`src/include/lbs_pkg.sv`:
```
// package: register map, field layout, reset values and timing of the bias block
package lbs_pkg;
  // register offsets
  localparam logic [7:0] ADDR_REF_TARGET = 8'h0F;
  localparam logic [7:0] ADDR_POS_SEQ    = 8'h10;
  localparam logic [7:0] ADDR_NEG_SEQ    = 8'h11;
  localparam logic [7:0] ADDR_REF_SEQ    = 8'h12;
  localparam logic [7:0] ADDR_FLAG_CFG   = 8'h13;
  localparam logic [7:0] ADDR_SOFT_RST   = 8'h14;
  localparam logic [7:0] ADDR_REVISION   = 8'h16;
  localparam logic [7:0] SOFT_RST_KEY    = 8'hFF;

  // reset values
  localparam logic [5:0] RST_REF_TARGET = 6'h00;
  localparam logic [7:0] RST_SEQ        = 8'h00;
  localparam logic [4:0] RST_FLAG_CFG   = 5'h00;

  // field positions and widths
  localparam int TARGET_W     = 6;
  localparam int DLY_W        = 4;
  localparam int SU_LSB       = 4;
  localparam int SD_LSB       = 0;
  localparam int FLAG_W       = 5;
  localparam int FLAG_POL_BIT = 4;
  localparam int PG_SEL_LSB   = 2;
  localparam int FUNC_LSB     = 0;
  localparam int NUM_SUP      = 3;
  localparam int SUP_POS      = 0;
  localparam int SUP_NEG      = 1;
  localparam int SUP_REF      = 2;

  // reference level: base, step, ceiling code
  localparam logic [5:0] REF_CODE_MAX = 6'h28;
  localparam int         REF_BASE_MV  = 4000;
  localparam int         REF_STEP_MV  = 50;
  localparam int         MV_W         = 13;

  // timing: one delay step is one millisecond at 100 MHz
  localparam int CLK_PERIOD_NS = 10;
  localparam int DLY_STEP_MS   = 1;
  localparam int CYC_PER_MS    = DLY_STEP_MS * 1000000 / CLK_PERIOD_NS;

  typedef enum logic [1:0] {FN_NONE, FN_POWER_GOOD, FN_BACKLIGHT, FN_FAULT} lbs_func_t;
  typedef enum logic [1:0] {PG_LAST, PG_POS, PG_NEG, PG_REF} lbs_pg_sel_t;
endpackage

```
`src/verilog/lbs_supply_seq.sv`:
```
// one supply's start-up and shutdown delay sequencer
`timescale 1ns/10ps
module lbs_supply_seq import lbs_pkg::*; #(
  parameter int CYC_MS = CYC_PER_MS,
  parameter int CNT_W  = 24
) (
  input  wire logic             clk,
  input  wire logic             nrst,
  input  wire logic             want,
  input  wire logic [DLY_W-1:0] su_code,
  input  wire logic [DLY_W-1:0] sd_code,
  output logic                  on
);
  typedef enum logic [1:0] {SQ_OFF, SQ_UP, SQ_ON, SQ_DOWN} lbs_seq_t;

  lbs_seq_t         st;
  lbs_seq_t         next_st;
  logic [CNT_W-1:0] cnt;
  logic [CNT_W-1:0] next_cnt;
  logic [CNT_W-1:0] target;
  logic             next_on;

  // delay as cycles, start-up from enable, shutdown from disable event
  always_comb begin
    target = (st == SQ_DOWN) ? CNT_W'(int'(sd_code) * CYC_MS)
                             : CNT_W'(int'(su_code) * CYC_MS);
    next_st  = st;
    next_cnt = cnt + 1'h1;
    case (st)
      SQ_OFF: begin
        next_cnt = '0;
        if (want) next_st = SQ_UP;
      end
      SQ_UP: begin
        if (!want) begin
          next_st  = SQ_OFF;
          next_cnt = '0;
        end else if (cnt >= target) begin
          next_st  = SQ_ON;
          next_cnt = '0;
        end
      end
      SQ_ON: begin
        next_cnt = '0;
        if (!want) next_st = SQ_DOWN;
      end
      default: begin
        if (want) begin
          next_st  = SQ_ON;
          next_cnt = '0;
        end else if (cnt >= target) begin
          next_st  = SQ_OFF;
          next_cnt = '0;
        end
      end
    endcase
    next_on = (next_st == SQ_ON) || (next_st == SQ_DOWN);
  end

  // state registers
  always_ff @(posedge clk or negedge nrst) begin
    if (!nrst) begin
      st  <= SQ_OFF;
      cnt <= '0;
      on  <= 1'h0;
    end else begin
      st  <= next_st;
      cnt <= next_cnt;
      on  <= next_on;
    end
  end
endmodule

```
`src/verilog/lbs_bias_regs.sv`:
```
// bias sequencing and indicator registers behind a two-wire serial slave
`timescale 1ns/10ps
// Contract
// - reference level is 4.00 V plus 50 mV per six-bit target code step.
// - target codes above the 6.00 V code clamp at 6.00 V.
// - positive supply register: start-up delay bits 7:4, shutdown 3:0, n ms.
// - negative pump register: start-up delay bits 7:4, shutdown 3:0, n ms.
// - reference supply register: start-up delay bits 7:4, shutdown 3:0, n ms.
// - indicator pin active low when polarity bit 4 is 0, else active high.
// - bits 1:0 pick indicator: none, power-good, backlight on, fault.
// - bits 3:2 pick power-good source: last enabled, positive, negative, reference.
// - writing FFh to soft reset register restores every register's reset value.
// - read-only revision: traceability 7:6, memory revision 5:3, silicon 2:0.
// - bias enable starts boost; outputs enable only after boost start.
// - backlight blocked until every enabled bias output has settled.
module lbs_bias_regs import lbs_pkg::*; #(
  parameter logic [6:0] DEV_ADDR = 7'h36, // arbitrary bus address
  parameter logic [1:0] REV_DIE  = 2'h1,  // arbitrary value
  parameter logic [2:0] REV_OTP  = 3'h2,  // arbitrary value
  parameter logic [2:0] REV_SI   = 3'h3,  // arbitrary value
  parameter int         CYC_MS   = CYC_PER_MS
) (
  input  wire logic                clk,
  input  wire logic                nrst,
  input  wire logic                scl_in,
  input  wire logic                sda_in,
  output logic                     sda_out,
  output logic                     sda_oe_n,
  input  wire logic                bias_enable_input,
  input  wire logic [NUM_SUP-1:0]  supply_enable,
  input  wire logic [NUM_SUP-1:0]  supply_ready,
  input  wire logic                fault_in,
  input  wire logic                backlight_active,
  output logic                     bias_boost_on,
  output logic [NUM_SUP-1:0]       supply_on,
  output logic [TARGET_W-1:0]      reference_ldo_target_code,
  output logic [MV_W-1:0]          ref_level_mv,
  output logic                     power_good,
  output logic                     backlight_allow,
  output logic                     indicator_pin
);
  typedef enum logic [2:0] {IC_IDLE, IC_ADDR, IC_PTR, IC_WR, IC_RD} lbs_i2c_t;

  logic [6:0]          sync1;
  logic [6:0]          sync2;
  logic                scl_d;
  logic                sda_d;
  logic                scl_s;
  logic                sda_s;
  logic                bias_en_s;
  logic                fault_s;
  logic [NUM_SUP-1:0]  ready_s;
  logic                scl_rise;
  logic                scl_fall;
  logic                i2c_start;
  logic                i2c_stop;
  lbs_i2c_t            ic_st;
  lbs_i2c_t            next_ic_st;
  logic [3:0]          bitcnt;
  logic [3:0]          next_bitcnt;
  logic [7:0]          shreg;
  logic [7:0]          next_shreg;
  logic [7:0]          ptr;
  logic [7:0]          next_ptr;
  logic                ack_ph;
  logic                next_ack_ph;
  logic                next_sda_oe_n;
  logic                wr_stb;
  logic [7:0]          rd_data;
  logic [TARGET_W-1:0] ref_target;
  logic [TARGET_W-1:0] next_ref_target;
  logic [7:0]          seq_cfg [NUM_SUP];
  logic [7:0]          next_seq_cfg [NUM_SUP];
  logic [FLAG_W-1:0]   flag_cfg;
  logic [FLAG_W-1:0]   next_flag_cfg;
  logic [NUM_SUP-1:0]  want;
  logic [NUM_SUP-1:0]  settled;
  logic                all_settled;
  logic                flag_active;
  logic [TARGET_W-1:0] clamp;
  logic                next_boost;
  logic                next_pg;
  logic                next_bl;
  logic                next_ind;
  logic [TARGET_W-1:0] next_code;
  logic [MV_W-1:0]     next_mv;

  // two-stage synchronisers for pins and analog status
  always_ff @(posedge clk or negedge nrst) begin
    if (!nrst) begin
      sync1 <= 7'h03;
      sync2 <= 7'h03;
      scl_d <= 1'h1;
      sda_d <= 1'h1;
    end else begin
      sync1 <= {fault_in, supply_ready, bias_enable_input, sda_in, scl_in};
      sync2 <= sync1;
      scl_d <= sync2[0];
      sda_d <= sync2[1];
    end
  end

  assign scl_s     = sync2[0];
  assign sda_s     = sync2[1];
  assign bias_en_s = sync2[2];
  assign ready_s   = sync2[5:3];
  assign fault_s   = sync2[6];
  assign scl_rise  = scl_s && !scl_d;
  assign scl_fall  = !scl_s && scl_d;
  assign i2c_start = scl_s && scl_d && sda_d && !sda_s;
  assign i2c_stop  = scl_s && scl_d && !sda_d && sda_s;
  assign sda_out   = 1'h0;

  // read data; write-only and unmapped offsets read zero
  always_comb begin
    rd_data = 8'h00;
    if (ptr == ADDR_REF_TARGET) begin
      rd_data = {2'h0, ref_target};
    end else if (ptr >= ADDR_POS_SEQ && ptr <= ADDR_REF_SEQ) begin
      rd_data = seq_cfg[2'(ptr - ADDR_POS_SEQ)];
    end else if (ptr == ADDR_FLAG_CFG) begin
      rd_data = {3'h0, flag_cfg};
    end else if (ptr == ADDR_REVISION) begin
      rd_data = {REV_DIE, REV_OTP, REV_SI};
    end
  end

  // serial slave: address, pointer, write bytes or read bytes, auto-increment
  always_comb begin
    next_ic_st    = ic_st;
    next_bitcnt   = bitcnt;
    next_shreg    = shreg;
    next_ptr      = ptr;
    next_ack_ph   = ack_ph;
    next_sda_oe_n = sda_oe_n;
    wr_stb        = 1'h0;
    if (i2c_stop) begin
      next_ic_st    = IC_IDLE;
      next_sda_oe_n = 1'h1;
    end else if (i2c_start) begin
      next_ic_st    = IC_ADDR;
      next_bitcnt   = 4'h0;
      next_ack_ph   = 1'h0;
      next_sda_oe_n = 1'h1;
    end else if (ic_st == IC_RD) begin
      if (scl_rise && bitcnt < 4'h8) begin
        next_bitcnt = bitcnt + 4'h1;
      end else if (scl_rise && bitcnt == 4'h8) begin
        if (sda_s) next_ic_st = IC_IDLE;
        else next_bitcnt = 4'h9;
      end else if (scl_fall && bitcnt == 4'h9) begin
        next_shreg    = rd_data;
        next_sda_oe_n = rd_data[7];
        next_ptr      = ptr + 8'h01;
        next_bitcnt   = 4'h0;
      end else if (scl_fall && bitcnt == 4'h8) begin
        next_sda_oe_n = 1'h1;
      end else if (scl_fall && bitcnt != 4'h0) begin
        next_shreg    = {shreg[6:0], 1'h0};
        next_sda_oe_n = shreg[6];
      end
    end else if (ic_st != IC_IDLE) begin
      if (scl_rise && bitcnt < 4'h8) begin
        next_shreg  = {shreg[6:0], sda_s};
        next_bitcnt = bitcnt + 4'h1;
      end else if (scl_fall && ack_ph) begin
        next_ack_ph   = 1'h0;
        next_sda_oe_n = 1'h1;
        next_bitcnt   = 4'h0;
        if (ic_st == IC_ADDR && shreg[0]) begin
          next_ic_st    = IC_RD;
          next_shreg    = rd_data;
          next_sda_oe_n = rd_data[7];
          next_ptr      = ptr + 8'h01;
        end else if (ic_st == IC_ADDR) begin
          next_ic_st = IC_PTR;
        end else begin
          next_ic_st = IC_WR;
        end
      end else if (scl_fall && bitcnt == 4'h8) begin
        if (ic_st == IC_ADDR && shreg[7:1] != DEV_ADDR) begin
          next_ic_st = IC_IDLE;
        end else begin
          next_ack_ph   = 1'h1;
          next_sda_oe_n = 1'h0;
          if (ic_st == IC_PTR) next_ptr = shreg;
          if (ic_st == IC_WR) begin
            wr_stb   = 1'h1;
            next_ptr = ptr + 8'h01;
          end
        end
      end
    end
  end

  // serial slave registers
  always_ff @(posedge clk or negedge nrst) begin
    if (!nrst) begin
      ic_st    <= IC_IDLE;
      bitcnt   <= 4'h0;
      shreg    <= 8'h00;
      ptr      <= 8'h00;
      ack_ph   <= 1'h0;
      sda_oe_n <= 1'h1;
    end else begin
      ic_st    <= next_ic_st;
      bitcnt   <= next_bitcnt;
      shreg    <= next_shreg;
      ptr      <= next_ptr;
      ack_ph   <= next_ack_ph;
      sda_oe_n <= next_sda_oe_n;
    end
  end

  // register writes; soft reset key restores all reset values
  always_comb begin
    next_ref_target = ref_target;
    next_seq_cfg    = seq_cfg;
    next_flag_cfg   = flag_cfg;
    if (wr_stb) begin
      if (ptr == ADDR_SOFT_RST) begin
        if (shreg == SOFT_RST_KEY) begin
          next_ref_target = RST_REF_TARGET;
          next_seq_cfg    = '{default: RST_SEQ};
          next_flag_cfg   = RST_FLAG_CFG;
        end
      end else if (ptr == ADDR_REF_TARGET) begin
        next_ref_target = shreg[TARGET_W-1:0];
      end else if (ptr >= ADDR_POS_SEQ && ptr <= ADDR_REF_SEQ) begin
        next_seq_cfg[2'(ptr - ADDR_POS_SEQ)] = shreg;
      end else if (ptr == ADDR_FLAG_CFG) begin
        next_flag_cfg = shreg[FLAG_W-1:0];
      end
    end
  end

  // configuration registers
  always_ff @(posedge clk or negedge nrst) begin
    if (!nrst) begin
      ref_target <= RST_REF_TARGET;
      seq_cfg    <= '{default: RST_SEQ};
      flag_cfg   <= RST_FLAG_CFG;
    end else begin
      ref_target <= next_ref_target;
      seq_cfg    <= next_seq_cfg;
      flag_cfg   <= next_flag_cfg;
    end
  end

  // one delay sequencer per supply, gated by the running boost
  for (genvar i = 0; i < NUM_SUP; i++) begin : g_sup
    assign want[i]    = bias_boost_on && bias_en_s && supply_enable[i];
    assign settled[i] = supply_on[i] && ready_s[i];
    lbs_supply_seq #(
      .CYC_MS (CYC_MS)
    ) u_seq (
      .clk     (clk),
      .nrst    (nrst),
      .want    (want[i]),
      .su_code (seq_cfg[i][SU_LSB+:DLY_W]),
      .sd_code (seq_cfg[i][SD_LSB+:DLY_W]),
      .on      (supply_on[i])
    );
  end

  // status, power-good, indicator and reference level
  always_comb begin
    all_settled = &(~supply_enable | settled);
    next_boost  = bias_en_s || (|supply_on);
    next_bl     = bias_en_s && all_settled;
    case (lbs_pg_sel_t'(flag_cfg[PG_SEL_LSB+:2]))
      PG_LAST: next_pg = bias_en_s && (|supply_enable) && all_settled;
      PG_POS:  next_pg = settled[SUP_POS];
      PG_NEG:  next_pg = settled[SUP_NEG];
      default: next_pg = settled[SUP_REF];
    endcase
    case (lbs_func_t'(flag_cfg[FUNC_LSB+:2]))
      FN_NONE:       flag_active = 1'h0;
      FN_POWER_GOOD: flag_active = power_good;
      FN_BACKLIGHT:  flag_active = backlight_active;
      default:       flag_active = fault_s;
    endcase
    next_ind  = flag_cfg[FLAG_POL_BIT] ? flag_active : !flag_active;
    clamp     = (ref_target > REF_CODE_MAX) ? REF_CODE_MAX : ref_target;
    next_code = clamp;
    next_mv   = MV_W'(REF_BASE_MV + REF_STEP_MV * int'(clamp));
  end

  // output registers
  always_ff @(posedge clk or negedge nrst) begin
    if (!nrst) begin
      bias_boost_on             <= 1'h0;
      power_good                <= 1'h0;
      backlight_allow           <= 1'h0;
      indicator_pin             <= 1'h1;
      reference_ldo_target_code <= RST_REF_TARGET;
      ref_level_mv              <= MV_W'(REF_BASE_MV);
    end else begin
      bias_boost_on             <= next_boost;
      power_good                <= next_pg;
      backlight_allow           <= next_bl;
      indicator_pin             <= next_ind;
      reference_ldo_target_code <= next_code;
      ref_level_mv              <= next_mv;
    end
  end
endmodule

```
`config.mk`:
```
export PLATFORM = sky130hd
export DESIGN_NAME = lbs_bias_regs
export DESIGN_NICKNAME = d
export VERILOG_FILES = /design/src/include/lbs_pkg.sv /design/src/verilog/lbs_supply_seq.sv /design/src/verilog/lbs_bias_regs.sv
export SDC_FILE = /design/constraint.sdc
export NUM_CORES = 1
export LEC_CHECK = 0
export ABC_AREA = 1
export BUFFER_PORTS_ARGS = -buffer_cell sky130_fd_sc_hd__buf_2
export CORE_UTILIZATION = 40
export DETAILED_ROUTE_END_ITERATION = 12
export GPL_ROUTABILITY_DRIVEN = 0
export PLACE_DENSITY = 0.51
export SLEW_MARGIN = 15
export SYNTH_ARGS = -nofsm -noshare
export SYNTH_HDL_FRONTEND = slang
export SYNTH_SLANG_ARGS = --single-unit
```
`constraint.sdc`:
```
create_clock -name clk -period 4.8 [get_ports clk]
set_clock_uncertainty 0.1 [all_clocks]
set_input_delay 0.96 -clock clk [delete_from_list [all_inputs] [get_ports clk]]
set_output_delay 0.96 -clock clk [all_outputs]
set_load 0.01 [all_outputs]
```
==> results by group <==
Critical path
  • CP Cell Sequence: ha_1, xor2_1, ha_1, a21o_1, ha_1, nand2_1, o21ai_0, nand3_1, nand4_1, nand3_1, o21ai_0, inv_1, ha_1, a21oi_1, nand2_1, a21oi_1, nand4_1, nor2_1, inv_2, nor2_1
  • Reg2reg setup slack: roughly 0.54 ns
  • Crit-path max cell delay: 0.48 ns
  • Worst R2R End: g_sup[0].u_seq.cnt[6]
  • Crit path launch type: flop
  • Most frequent CP cell: ha_1
  • Crit path buffers/inverters: 2
  • Crit end category: flop
  • Worst EP arrival: 4.54 ns
  • Critical Path Source: seq_cfg[17]
  • Worst EP required: a little over 5 ns
  • R2R depth: 20
  • CP delay by family, top: adder cells
  • Critical R2R Launch: seq_cfg[17]
  • WP depth: 20
  • Critical Path Fanout Max: 19
  • Kind of critical path: reg2reg
  • Worst setup endpoint: g_sup[0].u_seq.cnt[6]
  • Max stage delay cell, worst path: dfrtp_1

Finish
  • Register area: 4420 um^2
  • Layout cells sized above 1: 0.0724
  • Final Util: 0.439
  • Ant. Diodes: 0
  • Synthesis-to-finish area growth: 8.13%
  • Nets: about 2300
  • Fill cells: 3772
  • Footprint of the multi-input gates: 9290 um^2

Die
  • Die Height: 195 um
  • Initial core utilization: 0.406
  • Row count: 70
  • Core area: 36600 um^2
  • Chip width: 195 um
  • Io pins: 41
  • DIE AREA: 38000 um^2

Detailed routing
  • Drt drc: 0
  • Vias/cell: 5.17
  • Drt first pass iters: 6
  • Wire per inst: 15.0 um
  • Antenna Nets Post-Route: 0
  • Via count: approximately 13000
  • Total Wirelength: 38600 um
  • Initial drt markers: 846

Clock network
  • # Post-CTS Setup Buffers: 0
  • CTS Buffer Depth: 2
  • CTS tree: yes
  • Clock Latency Late Sink: 0.46 ns
  • Total CTS buffers: 17
  • Resized Gates After CTS: 0
  • H-tree levels: 4
  • Num Clock Sinks: 176
  • Clk root buf: clkbuf_16
  • Clk slew on worst S/H paths: 0.08 ns
  • # hold bufs at CTS: 0

STA
  • Final hold violation count: 0
  • Fin crit period: 4.26 ns
  • Slew Limit Fails: 0
  • RSZ-0062 raised after global routing: false
  • Relative slew slack: 0.343
  • Fin crit share: 0.887
  • Setup violators final: 0
  • Setup TNS: 0 ns
  • FMAX: around 230 MHz
  • Actual slew at the worst max-slew pin: 0.985 ns

Global route
  • Vias in the first global route: 12600
  • Largest net degree at the start of global routing: 113
  • Congestion Overflow GR: 0
  • M1 GR Usage: 0.284
  • Gr usage total: 0.209
  • Met2 Resource Use GR: 0.346
  • Met3 Use GR: 0.0264
  • First-pass GRT wire length: 64200 um
  • Initial antenna violation count: 0
  • Top Usage Layer GRT: met2

Hold path
  • Worst hold-check path type: reg2reg

Outcome
  • Status: complete, no violations

Yosys
  • Dominant synthesized flop cell: dfrtp_1
  • Yosys reg bits: 176
  • Register area share after synthesis: 0.297
  • Gate Count Post-Synth: 2057
  • EDFF count, synth: 0
  • Cell variety after synth: 55
  • Fraction of registers with async set/reset: 1.00
  • Synth Warn #: 0
  • Synth Cell Area: 14900 um^2
  • Avg Cell Area, Syn: 7.23 um^2

Pwr
  • Lkg Pwr: 8.22 nW
  • PD cells: 212 nW/um^2
  • Peak VDD IR: approximately 0.00026 V
  • Overall power after layout: 3.41 mW

Flow run
  • Max Cap Viol: 0

Placed design
  • Port bufs: 38
  • HPWL after DPL: about 30000 um
## routing by layer
layer,routed length (um),up-vias
met2,17800,225
met4,652,0
met5,0,-
met3,1210,44
li1,-,6855
met1,18900,6143
## worst min-delay path by stage
| stage | slack, ns | start | cells after the start | end |
|---|---|---|---|---|
| after global routing | 0.26 | sync1[6] | 0 | sync2[6] |
| final | 0.25 | sync1[6] | 0 | sync2[6] |
| after CTS | 0.25 | sync1[6] | 0 | sync2[6] |
| after detailed placement | 0.23 | sync1[6] | 0 | sync2[6] |
| after global placement | 0.24 | sync1[2] | 0 | sync2[2] |
| after floorplan | 0.23 | sync1[2] | 0 | sync2[2] |
## cells in the mapped netlist (12+ instances only)
cell,number,area share
nand2_1,504,0.13
inv_1,252,0.064
ha_1,191,0.16
nor2_1,189,0.048
nand3_1,171,0.058
dfrtp_1,162,0.27
o21ai_0,121,0.041
a21oi_1,91,0.031
nor3_1,72,0.024
xor2_1,48,0.028
nand4_1,32,0.013
o21ai_2,24,0.014
clkbuf_1,19,0.0048
xnor2_1,17,0.010
dfstp_2,14,0.025
o21ai_1,12,0.0040
## power breakdown
group          internal (mW)  total, mW  switching (mW)
clock                  0.716       1.39           0.675
sequential              1.54       1.61          0.0661
combinational          0.127      0.408           0.282
## flip-flops by register name (all words and copies together), names as in the netlist, 3 cells and up
signal,count
sync1,7
flag_cfg,5
sync2,7
reference_ldo_target_code,6
ref_target,6
ic_st,3
ref_level_mv,9
g_sup.u_seq.cnt,72
shreg,8
seq_cfg,24
g_sup.u_seq.on,3
ptr,8
g_sup.u_seq.st,6
bitcnt,4
## cells in the final DEF (no fill, tap or decap), drive strengths merged, types with 48 or more instances in the layout
| cell | Yosys | layout |
|---|---|---|
| nor3 | 74 | 74 |
| dfrtp | 162 | 162 |
| a21oi | 91 | 91 |
| nor2 | 194 | 194 |
| nand3 | 176 | 176 |
| ha | 191 | 191 |
| inv | 257 | 263 |
| xor2 | 48 | 48 |
| o21ai | 157 | 157 |
| nand2 | 510 | 510 |
## cell type report
class	instances	share of cell area
Multi-Input combinational cell	1590	0.577
Sequential cell	176	0.275
Inverter	258	0.0605
Tap cell	468	0.0364
Clock buffer	20	0.0290
Timing Repair Buffer	44	0.0159
Clock inverter	12	0.00607
## worst register-to-register path, cell delays in order (launching register included)
cell and delay (ns):
dfrtp_1 0.48, ha_1 0.29, xor2_1 0.15, ha_1 0.19
a21o_1 0.16, ha_1 0.34, nand2_1 0.06, o21ai_0 0.39
nand3_1 0.17, nand4_1 0.12, nand3_1 0.07, o21ai_0 0.10
inv_1 0.07, ha_1 0.31, a21oi_1 0.16, nand2_1 0.07
a21oi_1 0.13, nand4_1 0.16, nor2_1 0.27, inv_2 0.22
nor2_1 0.15
## through the flow
step / instances / instance area, um^2 / worst slack [ns] / hold WS, ns
2_1_floorplan: 2064 / 14900 / 1.04 / 0.231
3_3_place_gp: 2536 / 15500 / 0.688 / 0.235
3_5_place_dp: 2536 / 15500 / 0.587 / 0.235
4_1_cts: 2568 / 16100 / 0.553 / 0.252
5_1_grt: 2568 / 16100 / 0.0602 / 0.259
6_report: 2568 / 16100 / 0.542 / 0.252
## cell families (layout without fill, tap and decap cells)
kind of cell,Yosys count,after routing,synth area share
AO/OA/AOI/OAI,299,299,0.116
XOR/XNOR,65,65,0.0383
adder cells (fa/ha/maj),192,192,0.162
buffers and inverters,298,334,0.0804
flip-flops,176,176,0.297
multiplexers,10,10,0.00673
other,1,8,0.000252
AND/OR/NAND/NOR,1016,1016,0.300
No activity file was read; power rests on OpenSTA's default activity.
